## src/include/priority_gate_pkg.sv

```systemverilog
// Constants, types and helpers shared by the priority gate files
package priority_gate_pkg;
  localparam int NSRC = 32;
  localparam int LVLW = 2;
  localparam int STACKD = 4;
  localparam int FIELDS = 4;
  localparam int LVLREG_W = FIELDS * LVLW;
  localparam int NREG = NSRC / FIELDS;
  localparam int ADDR_W = 8;
  localparam int DATA_W = 32;
  localparam int VEC_W = 5;
  localparam int CNT_W = 3;
  localparam int WORD_LSB = 2;
  localparam int LVLIDX_W = 3;
  localparam int NEV = 3;
  // Register byte offsets
  localparam logic [ADDR_W-1:0] OFF_CTRL = 8'h00;
  localparam logic [ADDR_W-1:0] OFF_LEVEL0 = 8'h10;
  localparam logic [ADDR_W-1:0] OFF_LEVEL_LAST = 8'h2c;
  localparam logic [ADDR_W-1:0] OFF_STACK = 8'h30;
  localparam logic [ADDR_W-1:0] OFF_IRQSTAT = 8'h34;
  localparam logic [ADDR_W-1:0] OFF_IRQMASK = 8'h38;
  // Control and status register fields
  localparam int CTRL_EN_BIT = 0;
  localparam int CTRL_PULL_BIT = 1;
  localparam int CTRL_MASK_LSB = 4;
  localparam int CTRL_FULL_BIT = 8;
  localparam int CTRL_EMPTY_BIT = 9;
  // Stack register fields
  localparam int STK_CNT_LSB = 8;
  // Event bits
  localparam int EV_FULL = 0;
  localparam int EV_OVER = 1;
  localparam int EV_UNDER = 2;
  // Reset values and the deep stop mask
  localparam logic [LVLW-1:0] MASK_RST = 2'h0;
  localparam logic [LVLW-1:0] MASK_DEEPSTOP = 2'h0;
  localparam logic [NEV-1:0] IRQ_RST = 3'h0;

  typedef logic [LVLW-1:0] level_t;
  typedef logic [VEC_W-1:0] vecnum_t;
  typedef logic [NSRC*LVLW-1:0] levels_t;

  // Field of source n: register n/4, bits 2*(n%4)
  function automatic level_t levelOf(input levels_t lv, input vecnum_t n);
    return lv[{n, 1'b0} +: LVLW];
  endfunction
endpackage

```

## src/hw/priority_interrupt_gate.sv

```systemverilog
// Programmable priority gate between interrupt sources and the core
`timescale 1ns/10ps
module priority_interrupt_gate (
  // Clock and reset
  input wire logic clk_sys,
  input wire logic reset_n,
  input wire logic clkEn,
  // APB slave
  input wire logic psel,
  input wire logic penable,
  input wire logic pwrite,
  input wire logic [priority_gate_pkg::ADDR_W-1:0] paddr,
  input wire logic [priority_gate_pkg::DATA_W-1:0] pwdata,
  output logic [priority_gate_pkg::DATA_W-1:0] prdata,
  output logic pready,
  output logic pslverr,
  // Interrupt sources
  input wire logic [priority_gate_pkg::NSRC-1:0] srcRequest,
  // Core side
  input wire logic vectorFetch,
  input wire priority_gate_pkg::vecnum_t vectorNum,
  input wire logic deepStop,
  output logic [priority_gate_pkg::NSRC-1:0] coreRequest,
  // Event interrupt
  output logic irq
);
  import priority_gate_pkg::*;

  logic enable_q;
  level_t mask_q;
  levels_t levels_q;
  logic [NEV-1:0] irqStat_q;
  logic [NEV-1:0] irqStat_d;
  logic [NEV-1:0] irqMask_q;
  logic [DATA_W-1:0] prdata_q;
  logic [DATA_W-1:0] rdData;
  logic pready_q;
  logic pslverr_q;
  logic irq_q;
  logic fullPrev_q;
  logic [NSRC-1:0] coreRequest_q;
  logic [STACKD*LVLW-1:0] stackEntries;
  logic [CNT_W-1:0] stackCount;
  logic stackFull;
  logic stackEmpty;
  logic apbSetup;
  logic wrTake;
  logic ctrlWrite;
  logic pullReq;
  logic doPull;
  logic lvlHit;
  logic [ADDR_W-1:0] lvlOff;
  logic [LVLIDX_W-1:0] lvlIdx;
  logic mapped;
  level_t fetchLevel;
  level_t effMask;
  logic [NEV-1:0] events;

  assign prdata = prdata_q;
  assign pready = pready_q;
  assign pslverr = pslverr_q;
  assign irq = irq_q;
  assign coreRequest = coreRequest_q;

  // Address decode
  assign apbSetup = psel && !penable;
  assign wrTake = psel && penable && pready_q && pwrite;
  assign lvlOff = paddr - OFF_LEVEL0;
  assign lvlIdx = lvlOff[WORD_LSB +: LVLIDX_W];
  assign lvlHit = (paddr >= OFF_LEVEL0) && (paddr <= OFF_LEVEL_LAST)
    && (paddr[WORD_LSB-1:0] == '0);
  assign mapped = lvlHit || paddr == OFF_CTRL || paddr == OFF_STACK
    || paddr == OFF_IRQSTAT || paddr == OFF_IRQMASK;
  assign ctrlWrite = wrTake && paddr == OFF_CTRL;
  assign pullReq = ctrlWrite && pwdata[CTRL_PULL_BIT];
  // A fetch in the same cycle takes the stack; the pull is dropped
  assign doPull = pullReq && !vectorFetch;

  assign fetchLevel = levelOf(levels_q, vectorNum);
  assign effMask = deepStop ? MASK_DEEPSTOP : mask_q;

  // Events: full reached, push while full, pull while empty
  always_comb begin
    events = '0;
    events[EV_FULL] = stackFull && !fullPrev_q;
    events[EV_OVER] = vectorFetch && stackFull;
    events[EV_UNDER] = doPull && stackEmpty;
  end

  // Set wins over a write-one clear in the same cycle
  always_comb begin
    irqStat_d = irqStat_q;
    if (wrTake && paddr == OFF_IRQSTAT) begin
      irqStat_d = irqStat_d & ~pwdata[NEV-1:0];
    end
    irqStat_d = irqStat_d | events;
  end

  // Read mux
  always_comb begin
    rdData = '0;
    if (paddr == OFF_CTRL) begin
      rdData[CTRL_EN_BIT] = enable_q;
      rdData[CTRL_MASK_LSB +: LVLW] = mask_q;
      rdData[CTRL_FULL_BIT] = stackFull;
      rdData[CTRL_EMPTY_BIT] = stackEmpty;
    end else if (lvlHit) begin
      rdData[LVLREG_W-1:0] = levels_q[lvlIdx*LVLREG_W +: LVLREG_W];
    end else if (paddr == OFF_STACK) begin
      rdData[STACKD*LVLW-1:0] = stackEntries;
      rdData[STK_CNT_LSB +: CNT_W] = stackCount;
    end else if (paddr == OFF_IRQSTAT) begin
      rdData[NEV-1:0] = irqStat_q;
    end else if (paddr == OFF_IRQMASK) begin
      rdData[NEV-1:0] = irqMask_q;
    end
  end

  // APB: data and error latched in setup, pready in the access cycle
  always_ff @(posedge clk_sys or negedge reset_n) begin
    if (!reset_n) begin
      prdata_q <= '0;
      pready_q <= 1'b0;
      pslverr_q <= 1'b0;
    end else if (clkEn) begin
      pready_q <= apbSetup;
      if (apbSetup) begin
        prdata_q <= pwrite ? '0 : rdData;
        pslverr_q <= !mapped;
      end
    end
  end

  // Gate enable
  always_ff @(posedge clk_sys or negedge reset_n) begin
    if (!reset_n) begin
      enable_q <= 1'b0;
    end else if (clkEn && ctrlWrite) begin
      enable_q <= pwdata[CTRL_EN_BIT];
    end
  end

  // Current mask: fetch, then pull, then software write
  always_ff @(posedge clk_sys or negedge reset_n) begin
    if (!reset_n) begin
      mask_q <= MASK_RST;
    end else if (clkEn) begin
      if (vectorFetch) begin
        mask_q <= fetchLevel;
      end else if (doPull) begin
        mask_q <= stackEntries[LVLW-1:0];
      end else if (ctrlWrite) begin
        mask_q <= pwdata[CTRL_MASK_LSB +: LVLW];
      end
    end
  end

  // Source levels
  always_ff @(posedge clk_sys or negedge reset_n) begin
    if (!reset_n) begin
      levels_q <= '0;
    end else if (clkEn && wrTake && lvlHit) begin
      levels_q[lvlIdx*LVLREG_W +: LVLREG_W] <= pwdata[LVLREG_W-1:0];
    end
  end

  // Event status, mask and interrupt line
  always_ff @(posedge clk_sys or negedge reset_n) begin
    if (!reset_n) begin
      irqStat_q <= IRQ_RST;
      irqMask_q <= IRQ_RST;
      irq_q <= 1'b0;
      fullPrev_q <= 1'b0;
    end else if (clkEn) begin
      irqStat_q <= irqStat_d;
      fullPrev_q <= stackFull;
      if (wrTake && paddr == OFF_IRQMASK) begin
        irqMask_q <= pwdata[NEV-1:0];
      end
      irq_q <= |(irqStat_d & irqMask_q);
    end
  end

  mask_pseudo_stack stack (
    .clk_sys(clk_sys),
    .reset_n(reset_n),
    .clkEn(clkEn),
    .push(vectorFetch),
    .pull(doPull),
    .pushValue(mask_q),
    .entries_q(stackEntries),
    .count_q(stackCount),
    .stackFull(stackFull),
    .stackEmpty(stackEmpty)
  );

  request_gate gate (
    .clk_sys(clk_sys),
    .reset_n(reset_n),
    .clkEn(clkEn),
    .gateEnable(enable_q),
    .effMask(effMask),
    .levels(levels_q),
    .srcRequest(srcRequest),
    .coreRequest_q(coreRequest_q)
  );
endmodule

```

## src/hw/mask_pseudo_stack.sv

```systemverilog
// Four-deep shift register holding earlier priority masks
`timescale 1ns/10ps
module mask_pseudo_stack (
  // Clock and reset
  input wire logic clk_sys,
  input wire logic reset_n,
  input wire logic clkEn,
  // Push and pull
  input wire logic push,
  input wire logic pull,
  input wire priority_gate_pkg::level_t pushValue,
  // State
  output logic [priority_gate_pkg::STACKD*priority_gate_pkg::LVLW-1:0] entries_q,
  output logic [priority_gate_pkg::CNT_W-1:0] count_q,
  output logic stackFull,
  output logic stackEmpty
);
  import priority_gate_pkg::*;

  assign stackFull = (count_q == CNT_W'(STACKD));
  assign stackEmpty = (count_q == '0);

  // Newest entry at the bottom; a push when full drops the oldest
  always_ff @(posedge clk_sys or negedge reset_n) begin
    if (!reset_n) begin
      entries_q <= '0;
      count_q <= '0;
    end else if (clkEn) begin
      if (push) begin
        entries_q <= {entries_q[STACKD*LVLW-LVLW-1:0], pushValue};
        if (!stackFull) begin
          count_q <= count_q + CNT_W'(1);
        end
      end else if (pull) begin
        entries_q <= {MASK_RST, entries_q[STACKD*LVLW-1:LVLW]};
        if (!stackEmpty) begin
          count_q <= count_q - CNT_W'(1);
        end
      end
    end
  end
endmodule

```

## src/hw/request_gate.sv

```systemverilog
// Per-source comparison of level against the effective mask
`timescale 1ns/10ps
module request_gate (
  // Clock and reset
  input wire logic clk_sys,
  input wire logic reset_n,
  input wire logic clkEn,
  // Control
  input wire logic gateEnable,
  input wire priority_gate_pkg::level_t effMask,
  input wire priority_gate_pkg::levels_t levels,
  // Requests
  input wire logic [priority_gate_pkg::NSRC-1:0] srcRequest,
  output logic [priority_gate_pkg::NSRC-1:0] coreRequest_q
);
  import priority_gate_pkg::*;

  // No reordering here; the core arbitrates simultaneous requests
  always_ff @(posedge clk_sys or negedge reset_n) begin
    if (!reset_n) begin
      coreRequest_q <= '0;
    end else if (clkEn) begin
      for (int i = 0; i < NSRC; i++) begin
        coreRequest_q[i] <= srcRequest[i] && (!gateEnable
          || levelOf(levels, VEC_W'(i)) >= effMask);
      end
    end
  end
endmodule

```

## config.mk

```make
export PLATFORM = sky130hd
export DESIGN_NAME = priority_interrupt_gate
export DESIGN_NICKNAME = d
export VERILOG_FILES = /design/src/include/priority_gate_pkg.sv /design/src/hw/priority_interrupt_gate.sv /design/src/hw/mask_pseudo_stack.sv /design/src/hw/request_gate.sv
export SDC_FILE = /design/constraint.sdc
export NUM_CORES = 1
export LEC_CHECK = 0
export BUFFER_PORTS_ARGS = -buffer_cell sky130_fd_sc_hd__buf_4
export CAP_MARGIN = 20
export CORE_MARGIN = 8
export CORE_UTILIZATION = 60
export CTS_CLUSTER_SIZE = 28
export DETAILED_ROUTE_END_ITERATION = 12
export GPL_TIMING_DRIVEN = 0
export PLACE_DENSITY = 0.84
export SLEW_MARGIN = 20
export SYNTH_ARGS = -nofsm -noshare
export SYNTH_HDL_FRONTEND = slang
export SYNTH_SLANG_ARGS = --single-unit
```

## constraint.sdc

```tcl
create_clock -name clk_sys -period 5.1 [get_ports clk_sys]
set_input_delay 1.02 -clock clk_sys [delete_from_list [all_inputs] [get_ports clk_sys]]
set_output_delay 1.02 -clock clk_sys [all_outputs]
set_load 0.005 [all_outputs]
```

==> flow_metrics.tcl <==
set metrics [dict create \
    min_period_ns 3.60 \
    clock_insertion_delay_worst_skew_ns 0.43 \
    vias_per_cell 6.15 \
    worst_case_vdd_ir_drop_uv 259 \
    crit_path_end_kind "flip-flop" \
    grt_first_pass_wirelength_mm 41.1 \
    syn_area_per_cell_um2 10.0 \
    fin_nets 1161 \
    row_count 44 \
    core-area_um2 14300 \
    required_ns 5.42 \
    synth.yosys.seq_area_share_pct 38.0 \
    regToRegStartpoint "pready$_DFFE_PN0P_" \
    worst-endpoint-arrival_ns 3.92 \
    antennaDiodeCount 0 \
    dr.pass1.iters 5 \
    antenna_found_initial 1 \
    final-hold-violation-count 0 \
    cts.repair.resized 0 \
    final_setup_fails 0 \
    max_slew_violations 0 \
    yosys_most_used_dff "sky130_fd_sc_hd__dfrtp_1" \
    fillCellCount 998 \
    detailedPlacementHpwl_mm 19.7 \
    yosys_register_bits 131 \
    initial_utilization_pct 60.4 \
    postSynth.asyncResetShare_pct 100 \
    worst-r2r-setup-slack_ns 2.31 \
    area.growth.synth_to_final_pct 21.6 \
    tritoncts_buffer_count 17 \
    run_status "finished, final reports clean" \
    clock-sinks 131 \
    timing.setup.critical_path_class "in2reg" \
    setup_tns_ns 0 \
    groute.usage.overall_pct 29.3 \
    htree_levels 4 \
    floorplan.die_area_um2 18500 \
    max_slew.worst_pin.slew_ns 1.09 \
    drive_gt1_share_pct 27.5 \
    floorplan.die.height_um 136 \
    cts_tree "built" \
    numPortBuffers 104 \
    drt-initial-drc-count 813 \
    ys_types 62 \
    io-pin-count 152 \
    cts_root_buf "sky130_fd_sc_hd__clkbuf_16" \
    total_congestion_overflow 0 \
    dieWidth_um 136 \
    most_frequent_cells_in_the_layout "sky130_fd_sc_hd__dfrtp_1, sky130_fd_sc_hd__buf_4, sky130_fd_sc_hd__inv_1" \
    max_cap_viol_count 0 \
    grt_max_degree 91 \
    max_slew_margin_pct 26.7 \
    r2r_end "levels_q[7]$_DFFE_PN0P_" \
    mostFrequentLayoutCell "sky130_fd_sc_hd__dfrtp_1" \
    ff2ff_path_depth 6 \
    post_route_fraction_of_the_period_consumed_by_the_critical_path_pct 70.6 \
    critical_path.max_fanout 10 \
    routed-via-count 7394 \
    ant_nets 0 \
    routed-wl-met2_mm 12.2 \
    min_path_type "in2async" \
    first_global_vias 7377 \
    gp_congestion 0.954 \
    synth_enable_flop_cells 0 \
    dr_wl_met3_mm 2.79 \
    rsz_0062_raised_after_global_routing "false" \
    synthCells 860 \
    detail_route.drc_violations 0 \
    leakagePower_nw 4.94 \
    powerDensity_nw_per_um2 291 \
    synthesis.yosys.warnings 0 \
    detail_route.wl_per_cell_um 21.9 \
    worstSetupStartpointType "input pin" \
    postCtsSetupBuffers 0 \
    fmaxAchievable_ghz 0.278 \
    worst_clock_skew_ns 0.00534 \
    synth_area_um2 8620 \
    cts.clk_slew.worst_paths_ns 0.06 \
    hold_ws_ns 0.472 \
    wl_met1_mm 10.2 \
    drt-total-wl_mm 26.3 \
    hold_buffers 0 \
    cts-root-to-sink-buffers 2 \
    route.top_layer_used "met5" \
]
[where the power goes]
group	leakage [nW]	switching [mW]	internal (mW)
combinational	2.90	0.266	0.199
sequential	1.72	0.0609	1.10
clock	0.316	0.489	0.929
total	4.94	0.816	2.23
[worst max-delay path, cell delays in order]
cell and delay [ns]:
sky130_fd_sc_hd__buf_4 0.12, sky130_fd_sc_hd__buf_2 0.19, sky130_fd_sc_hd__inv_1 0.13, sky130_fd_sc_hd__ha_1 0.22, sky130_fd_sc_hd__ha_1 0.17, sky130_fd_sc_hd__clkbuf_1 0.39, sky130_fd_sc_hd__nand4_1 0.15, sky130_fd_sc_hd__nor4_1 0.85
sky130_fd_sc_hd__buf_4 0.33, sky130_fd_sc_hd__mux2_2 0.35
[kinds of logic after synthesis]
group	Yosys count	share of synthesized area [%]
muxes	115	17.5
buffers and inverters	163	8.58
and+or+nand+nor	233	14.7
DFF	131	38.0
AOI/OAI and AO/OA	146	10.7
adders and majority gates	70	10.2
other	1	0.0435
xor gates and xnor gates	1	0.102
[cell type report]
cell class | instances | area, um^2 | area share (%)
Tap cell | 184 | 230 | 2.20
Inverter | 104 | 390 | 3.73
Multi-Input combinational cell | 586 | 4690 | 44.7
Sequential cell | 131 | 3280 | 31.3
Buffer | 59 | 349 | 3.33
Clock buffer | 19 | 443 | 4.23
Timing Repair Buffer | 107 | 871 | 8.31
Clock inverter | 12 | 229 | 2.19
[flip-flops by register name, summed over array words and instances, names as in the netlist, 2 cells and up]
| name | flops |
|---|---|
| levels_q | 64 |
| stack.entries_q | 8 |
| irqStat_q | 3 |
| gate.coreRequest_q | 32 |
| stack.count_q | 3 |
| irqMask_q | 3 |
| prdata | 11 |
| mask_q | 2 |
[stage by stage]
| stage | setup WS (ns) | util [%] | cells | area, um^2 | power [mW] |
|---|---|---|---|---|---|
| 2_1_floorplan | 1.93 | - | 880 | 8690 | 1.41 |
| 3_3_place_gp | 0.604 | 68.1 | 1168 | 9700 | 1.59 |
| 3_5_place_dp | 1.14 | 68.8 | 1171 | 9800 | 1.63 |
| 4_1_cts | 1.62 | 73.5 | 1202 | 10500 | 3.04 |
| 5_1_grt | 1.48 | 73.5 | 1202 | 10500 | 3.15 |
| 6_report | 1.50 | 73.5 | 1202 | 10500 | 3.04 |
[layer usage]
layer	vias to the layer above	track usage, %
met3	85	9.57
met1	3575	36.6
met5	-	0
li1	3296	-
met4	2	13.2
met2	436	45.4
[Yosys cell counts (all sizes together) (6+ instances only)]
cell type	count	share of area, %
dfrtp	131	38
inv	104	4.5
o21ai	88	5.4
ha	69	10
mux2	67	8.8
nand2	56	2.5
nor2	47	2.0
nand3	45	2.7
buf	37	3.1
nand3b	35	3.0
mux2i	26	3.0
clkbuf	22	0.96
mux4	22	5.7
a21oi	13	0.75
nand2b	11	0.80
nor4	8	1.0
o211ai	8	0.70
a22oi	6	0.52
nand4	6	0.44
[worst max path at each step]
| stage | startpoint | to | slack, ns | cells after the start |
|---|---|---|---|---|
| 6_report | paddr[3] | levels_q[7]$_DFFE_PN0P_ | 1.50 | 10 |
| 5_1_grt | paddr[3] | levels_q[7]$_DFFE_PN0P_ | 1.48 | 10 |
| 4_1_cts | paddr[3] | levels_q[7]$_DFFE_PN0P_ | 1.62 | 10 |
| 3_5_place_dp | paddr[3] | levels_q[5]$_DFFE_PN0P_ | 1.14 | 10 |
| 3_3_place_gp | deepStop | gate.coreRequest_q[16]$_DFFE_PN0P_ | 0.60 | 7 |
| 2_1_floorplan | deepStop | gate.coreRequest_q[31]$_DFFE_PN0P_ | 1.93 | 6 |
Note: power is estimated with default switching activity, not from simulation.
